$ cat src/pfc_pkg.sv
// Constants and types for the port flow control register block
package pfc_pkg;

   localparam int unsigned PFC_ADDR_W     = 12;
   localparam int unsigned PFC_DATA_W     = 32;
   localparam int unsigned PFC_BE_W       = 4;
   localparam int unsigned PFC_SYNC_W     = 5;

   localparam logic [11:0] PFC_FC_OFFSET  = 12'h01a0;

   localparam int unsigned PFC_OVR_BIT    = 0;
   localparam int unsigned PFC_TXEN_BIT   = 1;
   localparam int unsigned PFC_RXEN_BIT   = 2;
   localparam int unsigned PFC_LTX_BIT    = 3;
   localparam int unsigned PFC_LRX_BIT    = 4;
   localparam int unsigned PFC_DUP_BIT    = 5;
   localparam int unsigned PFC_BP_BIT     = 6;
   localparam int unsigned PFC_RSVD_LSB   = 7;

   localparam logic        PFC_BP_RST     = 1'b0;
   localparam logic        PFC_PAUSE_RST  = 1'b0;
   localparam logic        PFC_OVR_RST    = 1'b1;
   localparam logic        PFC_DUP_RST    = 1'b1;
   localparam logic        PFC_WAIT_RST   = 1'b1;

   typedef enum logic [1:0] {
      PFC_MODE_INT_PHY,
      PFC_MODE_MII_PHY,
      PFC_MODE_RMII_PHY,
      PFC_MODE_MII_MAC
   } pfc_mode_t;

   // Modes with no negotiation pin the select high
   function automatic logic pfc_forced(input pfc_mode_t mode);
      return mode != PFC_MODE_INT_PHY;
   endfunction : pfc_forced

endpackage : pfc_pkg

$ cat src/pfc_cfg_if.sv
// Configuration and live status carried between register file and resolver
`timescale 1ns/1ps
interface pfc_cfg_if;
   logic bp_en;
   logic rx_en;
   logic tx_en;
   logic override;
   logic live_half;
   logic live_rx;
   logic live_tx;
   logic bp_on;

   modport regs (output bp_en, output rx_en, output tx_en, output override,
                 input live_half, input live_rx, input live_tx, input bp_on);
   modport res  (input bp_en, input rx_en, input tx_en, input override,
                 output live_half, output live_rx, output live_tx, output bp_on);
endinterface : pfc_cfg_if

$ cat src/pfc_sync.sv
// Two-stage synchroniser for strap and mode pins
`timescale 1ns/1ps
module pfc_sync #(
   parameter int unsigned WIDTH = 1
) (
   input  wire logic             clk,
   input  wire logic [WIDTH-1:0] din,
   output logic      [WIDTH-1:0] dout
);
   logic [WIDTH-1:0] meta_r;

   if (WIDTH < 1) begin : g_bad_width
      $error("pfc_sync: WIDTH must be at least 1");
   end

   // Free running so the chain is settled while reset is held
   always_ff @(posedge clk) begin
      meta_r <= din;
      dout   <= meta_r;
   end
endmodule : pfc_sync

$ cat src/pfc_resolve.sv
// Resolves the pause and backpressure settings actually in effect
`timescale 1ns/1ps
module pfc_resolve
   import pfc_pkg::*;
(
   input  wire logic clk,
   input  wire logic rst,
   input  wire logic an_enable,
   input  wire logic an_pause_rx,
   input  wire logic an_pause_tx,
   input  wire logic link_half,
   pfc_cfg_if.res    cfg
);
   logic manual;

   assign manual = cfg.override | ~an_enable;

   always_ff @(posedge clk) begin
      if (rst) begin
         cfg.live_half <= PFC_DUP_RST;
         cfg.live_rx   <= PFC_PAUSE_RST;
         cfg.live_tx   <= PFC_PAUSE_RST;
         cfg.bp_on     <= PFC_BP_RST;
      end else begin
         cfg.live_half <= link_half;
         // Pause only makes sense on a full-duplex link
         cfg.live_rx   <= ~link_half & (manual ? cfg.rx_en : an_pause_rx);
         cfg.live_tx   <= ~link_half & (manual ? cfg.tx_en : an_pause_tx);
         cfg.bp_on     <= link_half & cfg.bp_en;
      end
   end
endmodule : pfc_resolve

$ cat src/pfc_top.sv
// Port flow control register with Avalon-MM slave and live status readback
`timescale 1ns/1ps
module pfc_top
   import pfc_pkg::*;
#(
   parameter int unsigned ADDR_W = PFC_ADDR_W
) (
   input  wire logic                   clk,
   input  wire logic                   rst,
   input  wire logic [ADDR_W-1:0]      avs_address,
   input  wire logic                   avs_read,
   input  wire logic                   avs_write,
   input  wire logic [PFC_DATA_W-1:0]  avs_writedata,
   input  wire logic [PFC_BE_W-1:0]    avs_byteenable,
   output logic      [PFC_DATA_W-1:0]  avs_readdata,
   output logic                        avs_waitrequest,
   input  wire logic                   backpressure_strap,
   input  wire logic                   pause_enable_strap,
   input  wire logic                   override_strap,
   input  wire logic [1:0]             port_mode_pin,
   input  wire logic                   loader_load,
   input  wire logic                   loader_backpressure,
   input  wire logic                   loader_pause_enable,
   input  wire logic                   loader_override,
   input  wire logic                   an_enable,
   input  wire logic                   an_pause_rx,
   input  wire logic                   an_pause_tx,
   input  wire logic                   link_half,
   output logic                        backpressure_on,
   output logic                        pause_rx_on,
   output logic                        pause_tx_on
);
   import pfc_pkg::*;

   if (ADDR_W < 9 || ADDR_W > PFC_DATA_W) begin : g_bad_addr_w
      $error("pfc_top: ADDR_W must lie between 9 and 32");
   end

   pfc_cfg_if cfg ();

   logic [PFC_SYNC_W-1:0] pins_s;
   logic                  bp_strap_s;
   logic                  pause_strap_s;
   logic                  ovr_strap_s;
   pfc_mode_t             mode;
   logic                  forced;
   logic                  strap_pending_r;
   logic                  bp_en_r;
   logic                  rx_en_r;
   logic                  tx_en_r;
   logic                  override_r;
   logic                  wait_r;
   logic [PFC_DATA_W-1:0] rdata_r;
   logic                  req;
   logic                  hit;
   logic                  commit_wr;
   logic                  sw_wr;

   pfc_sync #(
      .WIDTH (PFC_SYNC_W)
   ) u_sync (
      .clk   (clk),
      .din   ({port_mode_pin, override_strap, pause_enable_strap, backpressure_strap}),
      .dout  (pins_s)
   );

   assign bp_strap_s    = pins_s[0];
   assign pause_strap_s = pins_s[1];
   assign ovr_strap_s   = pins_s[2];
   assign mode          = pfc_mode_t'(pins_s[4:3]);
   assign forced        = pfc_forced(mode);

   pfc_resolve u_resolve (
      .clk         (clk),
      .rst         (rst),
      .an_enable   (an_enable),
      .an_pause_rx (an_pause_rx),
      .an_pause_tx (an_pause_tx),
      .link_half   (link_half),
      .cfg         (cfg)
   );

   assign cfg.bp_en    = bp_en_r;
   assign cfg.rx_en    = rx_en_r;
   assign cfg.tx_en    = tx_en_r;
   assign cfg.override = override_r;

   assign backpressure_on = cfg.bp_on;
   assign pause_rx_on     = cfg.live_rx;
   assign pause_tx_on     = cfg.live_tx;

   // Bus decode
   assign req       = avs_read | avs_write;
   assign hit       = avs_address == ADDR_W'(PFC_FC_OFFSET);
   assign commit_wr = avs_write & ~wait_r;
   assign sw_wr     = commit_wr & hit & avs_byteenable[0];

   // One wait cycle per access, unmapped addresses answered the same way
   always_ff @(posedge clk) begin
      if (rst) begin
         wait_r <= PFC_WAIT_RST;
      end else begin
         wait_r <= ~(req & wait_r);
      end
   end

   // Read data captured on the first request edge, stable while wait is low
   always_ff @(posedge clk) begin
      if (rst) begin
         rdata_r <= 32'h0000_0000;
      end else if (avs_read & wait_r) begin
         rdata_r <= 32'h0000_0000;
         if (hit) begin
            rdata_r[PFC_BP_BIT]   <= bp_en_r;
            rdata_r[PFC_DUP_BIT]  <= cfg.live_half;
            rdata_r[PFC_LRX_BIT]  <= cfg.live_rx;
            rdata_r[PFC_LTX_BIT]  <= cfg.live_tx;
            rdata_r[PFC_RXEN_BIT] <= rx_en_r;
            rdata_r[PFC_TXEN_BIT] <= tx_en_r;
            rdata_r[PFC_OVR_BIT]  <= override_r;
         end
      end
   end

   assign avs_readdata    = rdata_r;
   assign avs_waitrequest = wait_r;

   // Straps are taken once the synchroniser has filled, right after release
   always_ff @(posedge clk) begin
      if (rst) begin
         strap_pending_r <= 1'b1;
      end else begin
         strap_pending_r <= 1'b0;
      end
   end

   // Loader rewrite beats a software write landing in the same cycle.
   // Nothing here reaches the PHY advertisement bits.
   always_ff @(posedge clk) begin
      if (rst) begin
         bp_en_r <= PFC_BP_RST;
      end else if (strap_pending_r) begin
         bp_en_r <= bp_strap_s;
      end else if (loader_load) begin
         bp_en_r <= loader_backpressure;
      end else if (sw_wr) begin
         bp_en_r <= avs_writedata[PFC_BP_BIT];
      end
   end

   always_ff @(posedge clk) begin
      if (rst) begin
         rx_en_r <= PFC_PAUSE_RST;
         tx_en_r <= PFC_PAUSE_RST;
      end else if (strap_pending_r) begin
         rx_en_r <= pause_strap_s;
         tx_en_r <= pause_strap_s;
      end else if (loader_load) begin
         rx_en_r <= loader_pause_enable;
         tx_en_r <= loader_pause_enable;
      end else if (sw_wr) begin
         rx_en_r <= avs_writedata[PFC_RXEN_BIT];
         tx_en_r <= avs_writedata[PFC_TXEN_BIT];
      end
   end

   // External modes hold the select high and refuse writes and loads
   always_ff @(posedge clk) begin
      if (rst) begin
         override_r <= PFC_OVR_RST;
      end else if (forced) begin
         override_r <= 1'b1;
      end else if (strap_pending_r) begin
         override_r <= ovr_strap_s;
      end else if (loader_load) begin
         override_r <= loader_override;
      end else if (sw_wr) begin
         override_r <= avs_writedata[PFC_OVR_BIT];
      end
   end
endmodule : pfc_top

$ cat config.mk
export PLATFORM = sky130hd
export DESIGN_NAME = pfc_top
export DESIGN_NICKNAME = d
export VERILOG_FILES = /design/src/pfc_pkg.sv /design/src/pfc_cfg_if.sv /design/src/pfc_sync.sv /design/src/pfc_resolve.sv /design/src/pfc_top.sv
export SDC_FILE = /design/constraint.sdc
export NUM_CORES = 1
export LEC_CHECK = 0
export BUFFER_PORTS_ARGS = -buffer_cell sky130_fd_sc_hd__buf_4
export CAP_MARGIN = 10
export CORE_UTILIZATION = 33
export DETAILED_ROUTE_END_ITERATION = 6
export PLACE_DENSITY_LB_ADDON = 0.15
export SYNTH_ARGS = -nofsm -noshare
export SYNTH_HDL_FRONTEND = slang
export SYNTH_SLANG_ARGS = --single-unit
$ cat constraint.sdc
create_clock -name clk -period 1.55 [get_ports clk]
set_input_delay 0.0775 -clock clk [delete_from_list [all_inputs] [get_ports clk]]
set_output_delay 0.0775 -clock clk [all_outputs]
set_load 0.01 [all_outputs]
==> results.txt <==
- In the layout the commonest cells are sky130_fd_sc_hd__buf_4, sky130_fd_sc_hd__dfxtp_1, sky130_fd_sc_hd__conb_1.
- Hold path startpoint: loader_load
- Counting along the longest clock path gives a buffer depth of 2.
- Static leakage power: 0.7142 nW
- Global routing used 12.34% of the available tracks.
* Residual antenna-violating net count after detailed routing: 0
* I/O Buffers: 44
- Number of top-level pins: 101
- For the worst setup path, the data arrival time is 1570 ps.
- Largest stage delay on the critical path: 560 ps
* Diode insertion count for antenna repair: 0
- Clock edge transition at the registers on the reported setup and hold paths: 140 ps
* Highest achievable clock rate: 740.0 MHz
- Total power: 1.214 mW
- Routability congestion estimate from global placement: 0.6666
- The first global-routing pass estimated 3346 um of wire.
- Detailed-route DRC error count: 0
* Kind of launch point of the worst setup path: input port
* Area added between synthesis and finish: 38.11%
- The final-report hold violation count was 0.
- Die height: 60.68 um
* Clock period minus worst slack: 1351 ps
- The run finished with clean final reports.
- Required time at the endpoint of the critical path: 1760 ps
* Setup Crit Path Kind: in2reg
- Count of cell types in the netlist: 31
* Clock latency of the later-clocked register in the worst-skew pair: 310 ps
- Number of antenna violations at the first check in global routing: 0
- Overall routed net length: 2091 um
- Num CTS Buffers: 3
* Post-route setup TNS: 0 ps
- Detailed placement ended at an HPWL of 1655 um.
- Synthesis produced 108 cells.
- For this run, the detailed router's first-pass iteration total came to 4.
* Reg-to-reg startpoint: avs_waitrequest
* Syn Area/Cell: 10.52 um2
- For this design, the slowest cell found on the critical path is sky130_fd_sc_hd__dlygate4sd3_1.
- The final max-slew violation count came to 0.
- Along the worst hold path, the cell count comes to 3.
* Number of endpoints failing setup at the final stage: 0
- Fraction of the core area covered by cells at the end of the flow: 49.76%
* Area occupied by multi-input gates: 465.4 um2
- Synthesized-area fraction occupied by ao, oa, aoi and oai cells: 11.45%
- Post-synthesis share of cell area spent on and, or, nand and nor gates: 17.73%
* Width of the die: 60.68 um
* Footprint of the flip-flops and latches: 540.5 um2
- Number of global-route vias before repair: 833
* Number of instances in the placed design: 197
- Maximum fanout along the worst path: 14
- By instance count, the cell type seen most on the critical path is sky130_fd_sc_hd__dlygate4sd3_1.
* Post-CTS Setup Repair Bufs: 0
* Core Footprint: 3153 um2
* Final critical-path share of the clock period: 87.18%
- The number of buffers and inverters on the critical path is 4.
- Overall die area: 3681 um2
- The min-delay analysis places its worst path in the category in2reg.
- Area share of xor/xnor cells in the synthesized design: 0%
- Register-to-register setup slack: 240 ps
- The worst setup path is captured at a flip-flop.
- For this design the ratio of total power to cell area is 773.5 nW/um2.
- In this run the number of H-tree levels came out at 1.
- For this configuration, the core starts out at a cell density of 36.03%.
- Worst r2r dst: cfg.rx_en
- Area share of fa/ha/maj cells after synthesis: 0%
- Yosys printed 0 warnings.
- Count of placed standard cells in the final layout, fillers left out: 212
* Cell-by-cell listing of the critical path: dlygate4sd3_1, buf_4, inv_1, o211ai_1, dlygate4sd3_1
* Starting DRC count in detailed routing: 17
- Using the TritonRoute via totals, the vias-per-cell ratio works out to 4.222.
- Root Buffer: sky130_fd_sc_hd__clkbuf_4
* Number of cell instances on the worst register-to-register path: 4
- Number of register bits inferred by synthesis: 27
* Worst hold slack: 107.4 ps
* Number of vias after detailed routing: 895
* Count of max-cap constraint violations: 0
- Mapped Area: 1136 um2
- Overall overflow remaining after global route: 0
- TritonCTS built the clock tree.
- Final routed wire length divided by cell count: 9.863 um
- RSZ-0062 raised after global routing: false
* Number of clock sinks: 27
- In the final layout, the share of cells above drive strength 1 is 35.71%.
- After filler insertion, the fill cell instance count of the layout stands at 313.
- After synthesis, the largest family of logic cells by area is buffers and inverters.
- In the synthesized netlist, mux cells make up 3.524% of the area.
* Most common cell after layout, fill and taps aside: sky130_fd_sc_hd__buf_4
- Final worst clock skew: 4.753 ps
- The worst-case IR drop observed on VDD is 0.0005074 V.
- Pin count of the biggest net entering global routing: 15
- Hold-critical path endpoint: bp_en_r
- Proportion of synthesized chip area in sequential cells: 47.58%
- Broken down by cell family, the worst path's largest delay share belongs to buffers and inverters.
* Net count of the finished layout: 234
* Placement Rows: 20
per-stage QoR:
| step | instance area, um2 | setup slack [ps] |
|---|---|---|
| after floorplan | 1226 | 77.35 |
| after global placement | 1433 | -56.12 |
| after detailed placement | 1433 | -68.89 |
| after CTS | 1569 | 206.0 |
| after global routing | 1569 | 120.5 |
| final | 1569 | 198.7 |
where the power goes:
part	internal (mW)	leakage (nW)	switching, mW
logic	0.104	0.476	0.0825
clock network	0.100	0.0150	0.191
registers	0.722	0.223	0.0144
total	0.926	0.714	0.288
cell usage after synthesis:
master | n | area share (%)
sky130_fd_sc_hd__dfxtp_1 | 27 | 48
sky130_fd_sc_hd__buf_4 | 25 | 17
sky130_fd_sc_hd__nor2_1 | 11 | 3.6
sky130_fd_sc_hd__a22oi_1 | 7 | 4.6
sky130_fd_sc_hd__mux2i_1 | 4 | 3.5
sky130_fd_sc_hd__o31ai_1 | 3 | 2.0
sky130_fd_sc_hd__a21oi_1 | 2 | 0.88
sky130_fd_sc_hd__a222oi_1 | 2 | 1.8
sky130_fd_sc_hd__nand2_1 | 2 | 0.66
sky130_fd_sc_hd__nand4_1 | 2 | 1.1
sky130_fd_sc_hd__nor3_1 | 2 | 0.88
sky130_fd_sc_hd__or4_4 | 2 | 2.0
sky130_fd_sc_hd__and2b_1 | 1 | 0.66
sky130_fd_sc_hd__and3_1 | 1 | 0.55
sky130_fd_sc_hd__buf_6 | 1 | 0.99
sky130_fd_sc_hd__clkbuf_2 | 1 | 0.44
sky130_fd_sc_hd__conb_1 | 1 | 0.33
sky130_fd_sc_hd__dlymetal6s2s_1 | 1 | 1.1
sky130_fd_sc_hd__inv_1 | 1 | 0.33
sky130_fd_sc_hd__nand3_1 | 1 | 0.44
sky130_fd_sc_hd__nand3_2 | 1 | 0.88
sky130_fd_sc_hd__nand3b_1 | 1 | 0.66
sky130_fd_sc_hd__nand4bb_1 | 1 | 0.99
sky130_fd_sc_hd__nor2b_1 | 1 | 0.55
sky130_fd_sc_hd__nor4_2 | 1 | 1.1
sky130_fd_sc_hd__nor4_4 | 1 | 1.9
sky130_fd_sc_hd__o211ai_1 | 1 | 0.66
sky130_fd_sc_hd__o211ai_2 | 1 | 1.1
sky130_fd_sc_hd__o21ai_0 | 1 | 0.44
sky130_fd_sc_hd__or2_2 | 1 | 0.55
sky130_fd_sc_hd__or4b_4 | 1 | 1.2
cells by family after synthesis:
family          count (synthesis)
buf+inv                        29
other cells                     1
simple gates                   30
compound gates                 17
flops                          27
mux                             4
final cells by class:
type                    count  area share [%]
repair buffers             60           30.46
well taps                  44           3.509
flip-flops and latches     27           34.45
inverters                   1          0.2392
multi-input cells          76           29.67
clock buffers               4           1.675
how the worst max path moves through the flow:
stage,startpoint,slack (ps),depth (start not counted),to
6_report,rst,200,5,avs_waitrequest
5_1_grt,avs_waitrequest,120,4,cfg.rx_en
4_1_cts,rst,210,5,avs_waitrequest
3_5_place_dp,avs_address[11],-70,5,cfg.rx_en
3_3_place_gp,avs_address[11],-60,5,cfg.tx_en
2_1_floorplan,avs_address[11],80,4,cfg.override
flip-flops by register name, indices dropped and copies added (netlist names):
name / cells
avs_readdata: 7
avs_waitrequest: 1
bp_en_r: 1
cfg.override: 1
cfg.rx_en: 1
cfg.tx_en: 1
strap_pending_r: 1
u_resolve.cfg.bp_on: 1
u_resolve.cfg.live_half: 1
u_resolve.cfg.live_rx: 1
u_resolve.cfg.live_tx: 1
u_sync.dout: 5
u_sync.meta_r: 5
routing by layer:
metal  global-route usage [%]  routed length [um]
met1                    12.11                 871
met5                        0                   0
met3                    4.051                 126
met2                    25.12                1092
met4                    1.948                   0
tightest hold or removal path, stage by stage:
cell and delay (ps):
sky130_fd_sc_hd__buf_4 120, sky130_fd_sc_hd__o31ai_1 80, sky130_fd_sc_hd__a21oi_1 120
repair_timing:
item | CTS | global route
hold endpoints to repair | 10 | 0
endpoints found under the setup margin | 0 | 0
hold buffers | 11 | 0
resized for setup | 0 | 0
(Power assumes the default switching activity.)
